`config.mk`:
```
export PLATFORM = sky130hd
export DESIGN_NAME = inc_dec_skip_jump_or_exec
export DESIGN_NICKNAME = d
export VERILOG_FILES = /design/src/shared/exec_pkg.sv /design/src/core/inc_dec_skip_jump_or_exec.sv /design/src/core/zero_detect.sv
export SDC_FILE = /design/constraint.sdc
export NUM_CORES = 1
export LEC_CHECK = 0
export BUFFER_PORTS_ARGS = -buffer_cell sky130_fd_sc_hd__buf_2
export CORE_ASPECT_RATIO = 2
export CORE_UTILIZATION = 49
export CTS_BUF_LIST = sky130_fd_sc_hd__clkbuf_16
export DETAILED_ROUTE_END_ITERATION = 8
export GPL_TIMING_DRIVEN = 0
export PLACE_DENSITY = 0.79
export SYNTH_ARGS = -nofsm -noshare
export SYNTH_HDL_FRONTEND = slang
export SYNTH_SLANG_ARGS = --single-unit
```
`constraint.sdc`:
```
create_clock -name clk -period 2.53 [get_ports clk]
set_input_delay 0.3795 -clock clk [delete_from_list [all_inputs] [get_ports clk]]
set_output_delay 0.3795 -clock clk [all_outputs]
set_load 0.05 [all_outputs]
```
`src/shared/exec_pkg.sv`:
```
// package: opcodes, field positions and widths for the execute block
package exec_pkg;
  localparam int data_w = 8;
  localparam int addr_w = 7;
  localparam int pc_w = 13;
  localparam int jump_w = 11;
  localparam int op_w = 14;
  // opcode patterns (upper bits)
  localparam logic [5:0] op_decrement_skip_if_null = 6'h0b;
  localparam logic [5:0] op_increment_skip_if_null = 6'h0f;
  localparam logic [5:0] op_increment_file_reg = 6'h0a;
  localparam logic [5:0] op_or_literal_into_acc = 6'h38;
  localparam logic [2:0] op_unconditional_jump = 3'h5;
  // field positions
  localparam int dest_bit = 7;
  localparam int op6_lo = 8;
  localparam int op3_lo = 11;
  localparam int latch_hi = 4;
  localparam int latch_lo = 3;
  localparam logic [data_w-1:0] one_val = 8'h01;
  localparam logic [data_w-1:0] zero_val = 8'h00;
  typedef enum logic [1:0] {
    st_exec = 2'b00,
    st_flush = 2'b01
  } exec_state_type;
endpackage

```
`src/core/inc_dec_skip_jump_or_exec.sv`:
```
// execute stage for skip-on-zero inc/dec, increment, or-literal and jump
`timescale 1ns/10ps
`default_nettype none
// Notes on behaviour
// - decrement-and-skip subtracts one from the file register and touches no status flag.
// - a zero decrement result flushes the next fetched instruction as a no-op, taking two cycles.
// - increment-and-skip adds one without flag change and flushes the next instruction on zero.
// - destination bit 0 sends the result to the accumulator, 1 back to the file register.
// - the jump loads its 11-bit operand into program counter bits 10:0.
// - the jump takes program counter bits 12:11 from bits 4:3 of the upper pc latch.
// - the jump always takes two cycles and alters no status flag.
// - or-literal ors the accumulator with the 8-bit literal, writes the accumulator and updates zero.
// - plain increment adds one, routes by destination bit and updates zero.
module inc_dec_skip_jump_or_exec
  import exec_pkg::*;
(
  // clock and reset
  input wire logic clk,
  input wire logic rst,
  // instruction from decode
  input wire logic instr_valid,
  input wire logic [op_w-1:0] instr,
  // operands from the core
  input wire logic [data_w-1:0] file_rdata,
  input wire logic [data_w-1:0] acc_in,
  input wire logic [data_w-1:0] upper_pc_latch,
  // results
  output logic acc_we_r,
  output logic [data_w-1:0] acc_wdata_r,
  output logic file_we_r,
  output logic [addr_w-1:0] file_waddr_r,
  output logic [data_w-1:0] file_wdata_r,
  output logic zero_we_r,
  output logic zero_val_r,
  output logic pc_load_r,
  output logic [pc_w-1:0] pc_target_r,
  output logic flush_r,
  output logic busy_r
);
  // ------------------------------------------------------------
  // decode
  // ------------------------------------------------------------
  logic [5:0] op6;
  logic [2:0] op3;
  logic hit_dsz, hit_isz, hit_inc, hit_ior, hit_jmp;
  logic is_dsz, is_isz, is_inc, is_ior, is_jmp, go, dest_file;
  logic skip_kind, rmw_kind, two_cycle;
  logic acc_write, file_write, zero_write;
  logic [data_w-1:0] inc_res, dec_res, ior_res, res;
  logic inc_zero, dec_zero, ior_zero, res_zero;
  logic [pc_w-1:0] jump_target;
  exec_state_type state_r, state_nxt;
  assign op6 = instr[op6_lo +: 6];
  assign op3 = instr[op3_lo +: 3];
  // opcode match, independent of whether the slot is live
  always_comb begin
    hit_dsz = 1'b0;
    hit_isz = 1'b0;
    hit_inc = 1'b0;
    hit_ior = 1'b0;
    case (op6)
      op_decrement_skip_if_null: begin
        hit_dsz = 1'b1;
      end
      op_increment_skip_if_null: begin
        hit_isz = 1'b1;
      end
      op_increment_file_reg: begin
        hit_inc = 1'b1;
      end
      op_or_literal_into_acc: begin
        hit_ior = 1'b1;
      end
      default: begin
        hit_ior = 1'b0;
      end
    endcase
  end
  assign hit_jmp = (op3 == op_unconditional_jump);
  // the slot after a two-cycle instruction is never decoded
  assign go = instr_valid && (state_r == st_exec);
  assign is_dsz = go && hit_dsz;
  assign is_isz = go && hit_isz;
  assign is_inc = go && hit_inc;
  assign is_ior = go && hit_ior;
  assign is_jmp = go && hit_jmp;
  assign dest_file = instr[dest_bit];
  assign skip_kind = is_dsz || is_isz;
  assign rmw_kind = is_dsz || is_isz || is_inc;
  // ------------------------------------------------------------
  // arithmetic and zero detect
  // ------------------------------------------------------------
  assign inc_res = file_rdata + one_val;
  assign dec_res = file_rdata - one_val;
  assign ior_res = acc_in | instr[data_w-1:0];
  // zero detect runs beside the result mux, not behind it
  zero_detect #(.width(data_w)) u_inc_zero (
    .value(inc_res),
    .is_zero(inc_zero)
  );
  zero_detect #(.width(data_w)) u_dec_zero (
    .value(dec_res),
    .is_zero(dec_zero)
  );
  zero_detect #(.width(data_w)) u_ior_zero (
    .value(ior_res),
    .is_zero(ior_zero)
  );
  always_comb begin
    if (is_dsz) begin
      res = dec_res;
      res_zero = dec_zero;
    end else if (is_ior) begin
      res = ior_res;
      res_zero = ior_zero;
    end else begin
      res = inc_res;
      res_zero = inc_zero;
    end
  end
  // skip forms flush only on a zero result, the jump always
  assign two_cycle = is_jmp || (skip_kind && res_zero);
  assign acc_write = is_ior || (rmw_kind && !dest_file);
  assign file_write = rmw_kind && dest_file;
  // skip forms and the jump leave the zero flag alone
  assign zero_write = is_inc || is_ior;
  // ------------------------------------------------------------
  // sequencing: two-cycle instructions
  // ------------------------------------------------------------
  always_comb begin
    state_nxt = state_r;
    case (state_r)
      st_exec: begin
        if (two_cycle) begin
          state_nxt = st_flush;
        end
      end
      st_flush: begin
        state_nxt = st_exec;
      end
      default: begin
        state_nxt = st_exec;
      end
    endcase
  end
  always_ff @(posedge clk or posedge rst) begin
    if (rst) begin
      state_r <= st_exec;
    end else begin
      state_r <= state_nxt;
    end
  end
  // flush tells the fetch side to turn the next word into a no-op
  always_ff @(posedge clk or posedge rst) begin
    if (rst) begin
      flush_r <= 1'b0;
      busy_r <= 1'b0;
    end else begin
      flush_r <= two_cycle;
      busy_r <= two_cycle;
    end
  end
  // ------------------------------------------------------------
  // register writeback
  // ------------------------------------------------------------
  // accumulator port: data holds until the next accumulator write
  always_ff @(posedge clk or posedge rst) begin
    if (rst) begin
      acc_we_r <= 1'b0;
      acc_wdata_r <= zero_val;
    end else begin
      acc_we_r <= acc_write;
      if (acc_write) begin
        acc_wdata_r <= res;
      end
    end
  end
  // file port: address and data hold until the next file write
  always_ff @(posedge clk or posedge rst) begin
    if (rst) begin
      file_we_r <= 1'b0;
      file_waddr_r <= '0;
      file_wdata_r <= zero_val;
    end else begin
      file_we_r <= file_write;
      if (file_write) begin
        file_waddr_r <= instr[addr_w-1:0];
        file_wdata_r <= res;
      end
    end
  end
  // ------------------------------------------------------------
  // zero flag: skip forms and jump leave it alone
  // ------------------------------------------------------------
  always_ff @(posedge clk or posedge rst) begin
    if (rst) begin
      zero_we_r <= 1'b0;
      zero_val_r <= 1'b0;
    end else begin
      zero_we_r <= zero_write;
      if (zero_write) begin
        zero_val_r <= res_zero;
      end
    end
  end
  // ------------------------------------------------------------
  // jump target
  // ------------------------------------------------------------
  // page bits come from the latch as it stands when the jump is taken
  assign jump_target = {upper_pc_latch[latch_hi:latch_lo], instr[jump_w-1:0]};
  always_ff @(posedge clk or posedge rst) begin
    if (rst) begin
      pc_load_r <= 1'b0;
      pc_target_r <= '0;
    end else begin
      pc_load_r <= is_jmp;
      if (is_jmp) begin
        pc_target_r <= jump_target;
      end
    end
  end
endmodule
`default_nettype wire

```
`src/core/zero_detect.sv`:
```
// combinational zero detector, output not registered
`timescale 1ns/10ps
`default_nettype none
module zero_detect #(
  parameter int width = 8
) (
  input wire logic [width-1:0] value,
  output logic is_zero
);
  assign is_zero = (value == '0);
endmodule
`default_nettype wire

```
==> results of run 1 <==
==> routing by layer <==
metal	global-route usage [%]	part of all wire, %
met2	39.69	55
met4	9.829	2.0
met3	3.364	3.6
met5	0	0
met1	26.75	39
==> registers in the layout, indices dropped and copies added, names as in the netlist <==
| name | cells |
|---|---|
| pc_target_r | 13 |
| acc_wdata_r | 8 |
| file_wdata_r | 8 |
| file_waddr_r | 7 |
| acc_we_r | 1 |
| busy_r | 1 |
| file_we_r | 1 |
| pc_load_r | 1 |
| state_r | 1 |
| zero_val_r | 1 |
| zero_we_r | 1 |
==> kinds of logic after synthesis <==
| kind of cell | synth area share, % |
|---|---|
| buf+inv | 5.672 |
| mux | 17.45 |
| xor+xnor | 4.916 |
| simple gates | 14.05 |
| compound gates | 9.293 |
| flops | 46.46 |
| fa+ha+maj | 2.161 |
==> power groups by stage <==
stage	sequential, W	clock (W)	combinational [W]
4_1_cts	0.000876	0.000738	0.000864
3_5_place_dp	0.000886	0	0.000863
2_1_floorplan	0.00133	0	0.000196
5_1_grt	0.000888	0.000757	0.000898
3_3_place_gp	0.000881	0	0.000850
6_report	0.000875	0.000728	0.000859
==> worst reg2reg max path, stage by stage, from the launching register on <==
cell and delay (ns):
dfrtp_1 0.37, nand4b_1 0.20, or4_4 0.52, buf_2 0.21
nor3_1 0.22, a211o_1 0.15, o21ai_0 0.11, mux2_2 0.28
==> placed cells by master (no fill, tap or decap), drive strengths merged, types with 2 or more instances in the layout <==
cell    count
nand2b      2
o31ai       2
or2         2
clkbuf      6
inv         6
nand3       3
o41ai       2
a41o        2
xor2        6
dfrtp      43
nand4b      2
buf        84
ha          4
clkinv      3
o21ai       5
nor3        6
or3         2
nor2        9
nor4        4
a211o       2
nand4       2
o211ai      2
mux2       35
and4        2
a21oi       3
or4         3
xnor2       7
nand2       9
==> worst min path at each step <==
stage / startpoint / end / slack (ns) / cells after the start
finish: rst / acc_wdata_r[1]$_DFFE_PP0P_ / 0.27 / 2
floorplan: instr[10] / zero_we_r$_DFF_PP0_ / 0.50 / 1
CTS: rst / acc_wdata_r[7]$_DFFE_PP0P_ / 0.30 / 2
global placement: acc_wdata_r[5]$_DFFE_PP0P_ / acc_wdata_r[5]$_DFFE_PP0P_ / 0.46 / 2
global route: upper_pc_latch[3] / pc_target_r[11]$_DFFE_PP0P_ / 0.34 / 2
detailed placement: file_wdata_r[5]$_DFFE_PP0P_ / file_wdata_r[5]$_DFFE_PP0P_ / 0.47 / 2
==> per-stage QoR <==
stage	std cells	utilization, %	hold WS [ns]
final	333	64.09	0.2671
after global routing	333	64.09	0.3363
after CTS	333	64.09	0.2973
after detailed placement	325	60.38	0.4679
after global placement	325	60.38	0.4584
after floorplan	197	-	0.5028
==> area by class of cell <==
type | count | area, um2
clock buffer | 5 | 125.1
tap | 55 | 68.82
timing repair buffer | 73 | 365.4
multi-input combinational | 135 | 1109
clock inverter | 3 | 43.79
fill | 389 | 1635
sequential | 43 | 1076
buffer | 12 | 105.1
inverter | 7 | 26.28
==> results.ini, run 1 <==
[run_status]
status = finished, final reports clean

[drt]
firstDrtPassIters = 4
ant_nets = 0
num_vias = 1844
avgViaCountPerCell = 5.538
drtIter0Drc = 39
wirelength_mm = 5.385
wl_per_cell_um = 16.17
drc = 0

[die]
dieHeight_um = 99.23
row_count = 35
die-area_um2 = 5022
fp.coreArea_um2 = 4554
io_pins = 84
chipWidth_um = 50.62
initial_core_util_pct = 50.85

[logic_synthesis]
yosysMostFrequentCell = dfrtp_1
yosysTopAreaCellShare_pct = 46.46
syn_inst = 197
syn_area_per_cell_um2 = 11.76
synth_area_leader_cell = dfrtp_1
yosysUniqueCellTypes = 54
netlist_area_um2 = 2316
yosys_warnings = 0
synth_fp_nets = 242
synth_seq_cells = 43
synth_flop_cell = dfrtp_1
seq_area_frac_synth_pct = 46.46
synthArstFlopShare_pct = 100.0
netlist_top_cells_count = dfrtp_1 (43), mux2_2 (35), nand2_1 (9), nor2_1 (8), xnor2_1 (7)
synth.area.top_cells = dfrtp_1 (46%), mux2_2 (17%), xnor2_1 (2.6%), buf_6 (2.4%), xor2_1 (2.3%)
synth_edf_count = 0

[cells_and_area]
layout.nets = 322
diodes = 0
drive_above_1_share_pct = 49.28
area_delta_synth_final_pct = 26.04
fin_area_um2 = 2919

[job]
drv_cap = 0

[place]
place_ws_ns = 0.1954
place_hpwl_mm = 4.081
dpl_cell_area_um2 = 2750
place_congestion = 0.9426
port_buffers = 73

[grt]
grt_pass1_vias = 1854
grt_pass1_wl_mm = 8.590
antenna_found_initial = 0
overflow = 0
track_usage_pct = 22.65
grt_max_degree = 44

[worst_setup_path]
path_depth = 7
worstSetupPathType = reg -> reg
cp.arrival_ns = 2.34
r2r_slack_ns = 0.37
cp-start-kind = register
crit_fanout = 10
slowest_delay_ns = 0.52
critPathSlowestCell = or4_4
path_delay_family = simple AND/OR/NAND/NOR gates
reg2reg_to = file_wdata_r[4]$_DFFE_PP0P_
worstSetupStartpoint = state_r[0]$_DFFE_PP0P_
crit_end = file_wdata_r[4]$_DFFE_PP0P_
r2r-start = state_r[0]$_DFFE_PP0P_
critPathBufInv = 1
required_ns = 2.71
endpoint_kind = register
reg2regPathDepth = 7
crit_chain = nand4b_1, or4_4, buf_2, nor3_1, a211o_1, o21ai_0, mux2_2

[cts]
cts_setup_buffers = 0
cts.clk_slew.worst_paths_ns = 0.07
numCtsBuffers = 5
cts_tree = done
worstSkewPairLatency_ns = 0.29
htree_levels = 2
clockRootBuffer = clkbuf_16
cts_resized = 0
cts_hold_buf = 0
cts.sinks = 43
clock_path_buffers = 2

[sta]
setup_tns_ns = 0
finalClockSkew_ns = 0.006130
hold_viol = 0
slew_violations = 0
period_share_pct = 85.49
relSlewSlack_pct = 42.88
setup_slack_ns = 0.3670
tightestPinTransition_ns = 0.8555
min_period_ns = 2.163
rsz0062_at_grt = false
fmax_ghz = 0.4623
setup_viol = 0

[power_and_ir_drop]
p_seq_share_pct = 35.6
power.density_nw_per_um2 = 843.3
power_w = 0.002462
p_int_w = 0.001513
p_leak_nw = 1.449
ir_worst_vdd_v = 0.0008262
p_clk_share_pct = 29.6
switchingPower_w = 0.0009489
combPwrFrac_pct = 34.9
swShare_pct = 38.54

[worst_hold_path]
worst_hold_path_type = in -> async

(Power assumes the default switching activity.)
==> inputs of run 2 (changes only) <==
--- a/config.mk
+++ b/config.mk
@@ -12,6 +12,7 @@
 export DETAILED_ROUTE_END_ITERATION = 8
 export GPL_TIMING_DRIVEN = 0
 export PLACE_DENSITY = 0.79
+export REMOVE_ABC_BUFFERS = 1
 export SYNTH_ARGS = -nofsm -noshare
 export SYNTH_HDL_FRONTEND = slang
 export SYNTH_SLANG_ARGS = --single-unit
==> results.ini, run 2 (synthesis results as in run 1) <==
[die]
die-area_um2 = 5022
dieHeight_um = 99.23
initial_core_util_pct = 50.85
io_pins = 84
fp.coreArea_um2 = 4554
chipWidth_um = 50.62
row_count = 35

[grt]
grt_pass1_wl_mm = 8.652
grt_max_degree = 44
overflow = 0
track_usage_pct = 23.18
grt_pass1_vias = 1794
antenna_found_initial = 0

[worst_setup_path]
critPathSlowestCell = or4_4
cp.arrival_ns = 2.40
path_delay_family = simple AND/OR/NAND/NOR gates
worstSetupPathType = reg -> reg
endpoint_kind = register
crit_chain = nand4b_1, or4_4, nand2_1, nor4_1, or3_1, mux2_2
critPathBufInv = 0
slowest_delay_ns = 0.64
crit_fanout = 21
required_ns = 2.70
cp-start-kind = register

[power_and_ir_drop]
p_clk_share_pct = 32.0
swShare_pct = 37.08
p_seq_share_pct = 34.5
power_w = 0.002548
p_int_w = 0.001603
switchingPower_w = 0.0009447
power.density_nw_per_um2 = 889.2
combPwrFrac_pct = 33.5
ir_worst_vdd_v = 0.0006110
p_leak_nw = 1.421

[drt]
ant_nets = 0
wirelength_mm = 5.314
num_vias = 1832
drtIter0Drc = 33
drc = 0
firstDrtPassIters = 4
avgViaCountPerCell = 5.620
wl_per_cell_um = 16.30

[worst_hold_path]
worst_hold_path_type = in -> async

[place]
place_hpwl_mm = 3.909
place_inst = 317
port_buffers = 77
dpl_cell_area_um2 = 2665
place_congestion = 0.9144

[cts]
cts.clk_slew.worst_paths_ns = 0.06
worstSkewPairLatency_ns = 0.29
cts_hold_buf = 0
htree_levels = 2
cts_setup_buffers = 0
clock_path_buffers = 2
cts_resized = 0
cts.sinks = 43
numCtsBuffers = 5
clockRootBuffer = clkbuf_16
cts_tree = done

[sta]
fmax_ghz = 0.4485
finalClockSkew_ns = 0.005313
tightestPinTransition_ns = 0.8829
min_period_ns = 2.230
period_share_pct = 88.13
rsz0062_at_grt = false
relSlewSlack_pct = 41.05
setup_tns_ns = 0
slew_violations = 0
setup_viol = 0
hold_viol = 0

[cells_and_area]
layoutNonFillerInstCount = 326
utilization_pct = 62.91
top_register = pc_target_r
reg.largest.list = pc_target_r: 13 flops, acc_wdata_r: 8 flops, file_wdata_r: 8 flops
fin_area_um2 = 2865
drive_above_1_share_pct = 47.60
final_common_cell = buf_2
seq_area_um2 = 1076
nFillCells = 413
layout.nets = 315
diodes = 0
mostFrequentLayoutCells = buf_2 (77), dfrtp_1 (43), mux2_2 (35), nand2_1 (9), nor2_1 (8)
largest_reg_flops = 13
area_delta_synth_final_pct = 23.72
multi_input_area_um2 = 1109

[run_status]
status = finished, final reports clean

[job]
drv_cap = 0

==> run 2: worst paths after layout <==
kind,slack [ns],depth (start not counted),to,start
max,0.30,6,zero_val_r$_DFFE_PP0P_,state_r[0]$_DFFE_PP0P_
min,0.28,2,pc_target_r[1]$_DFFE_PP0P_,rst
max reg2reg,0.30,6,zero_val_r$_DFFE_PP0P_,state_r[0]$_DFFE_PP0P_
min reg2reg,0.48,2,file_wdata_r[5]$_DFFE_PP0P_,file_wdata_r[5]$_DFFE_PP0P_
max in group asynchronous,1.70,2,acc_wdata_r[2]$_DFFE_PP0P_,rst
min in group clk,0.33,2,pc_target_r[11]$_DFFE_PP0P_,upper_pc_latch[3]
==> run 2: worst register-to-register path, cell delays in order, from the launching register on <==
cell,delay [ns]
dfrtp_1,0.37
nand4b_1,0.20
or4_4,0.64
nand2_1,0.14
nor4_1,0.06
or3_1,0.42
mux2_2,0.29
==> run 2: cell type report <==
type	count	share of cell area [%]
Multi-Input combinational cell	135	38.69
Inverter	7	0.9170
Clock inverter	3	2.227
Sequential cell	43	37.55
Clock buffer	5	4.367
Tap cell	55	2.402
Timing Repair Buffer	78	13.84
==> run 2: routing by layer <==
metal	track usage, %	vias to the layer above	share of wire (%)
met1	27.74	907	38
li1	-	858	-
met3	3.364	14	3.3
met5	0	-	0
met2	39.18	53	54
met4	12.39	0	3.8
==> run 2: stage by stage <==
stage / worst slack [ns] / hold slack, ns
floorplan: 0.4921 / 0.5028
global placement: 0.2220 / 0.4568
detailed placement: 0.1894 / 0.4753
CTS: 0.2890 / 0.3053
global route: 0.2263 / 0.3342
finish: 0.3004 / 0.2820
==> run 2: power groups by stage <==
stage | clock network [W] | logic (W) | registers, W
3_3_place_gp | 0 | 0.000842 | 0.000882
2_1_floorplan | 0 | 0.000176 | 0.00134
3_5_place_dp | 0 | 0.000854 | 0.000888
5_1_grt | 0.000853 | 0.000891 | 0.000894
6_report | 0.000816 | 0.000853 | 0.000879
4_1_cts | 0.000825 | 0.000857 | 0.000879
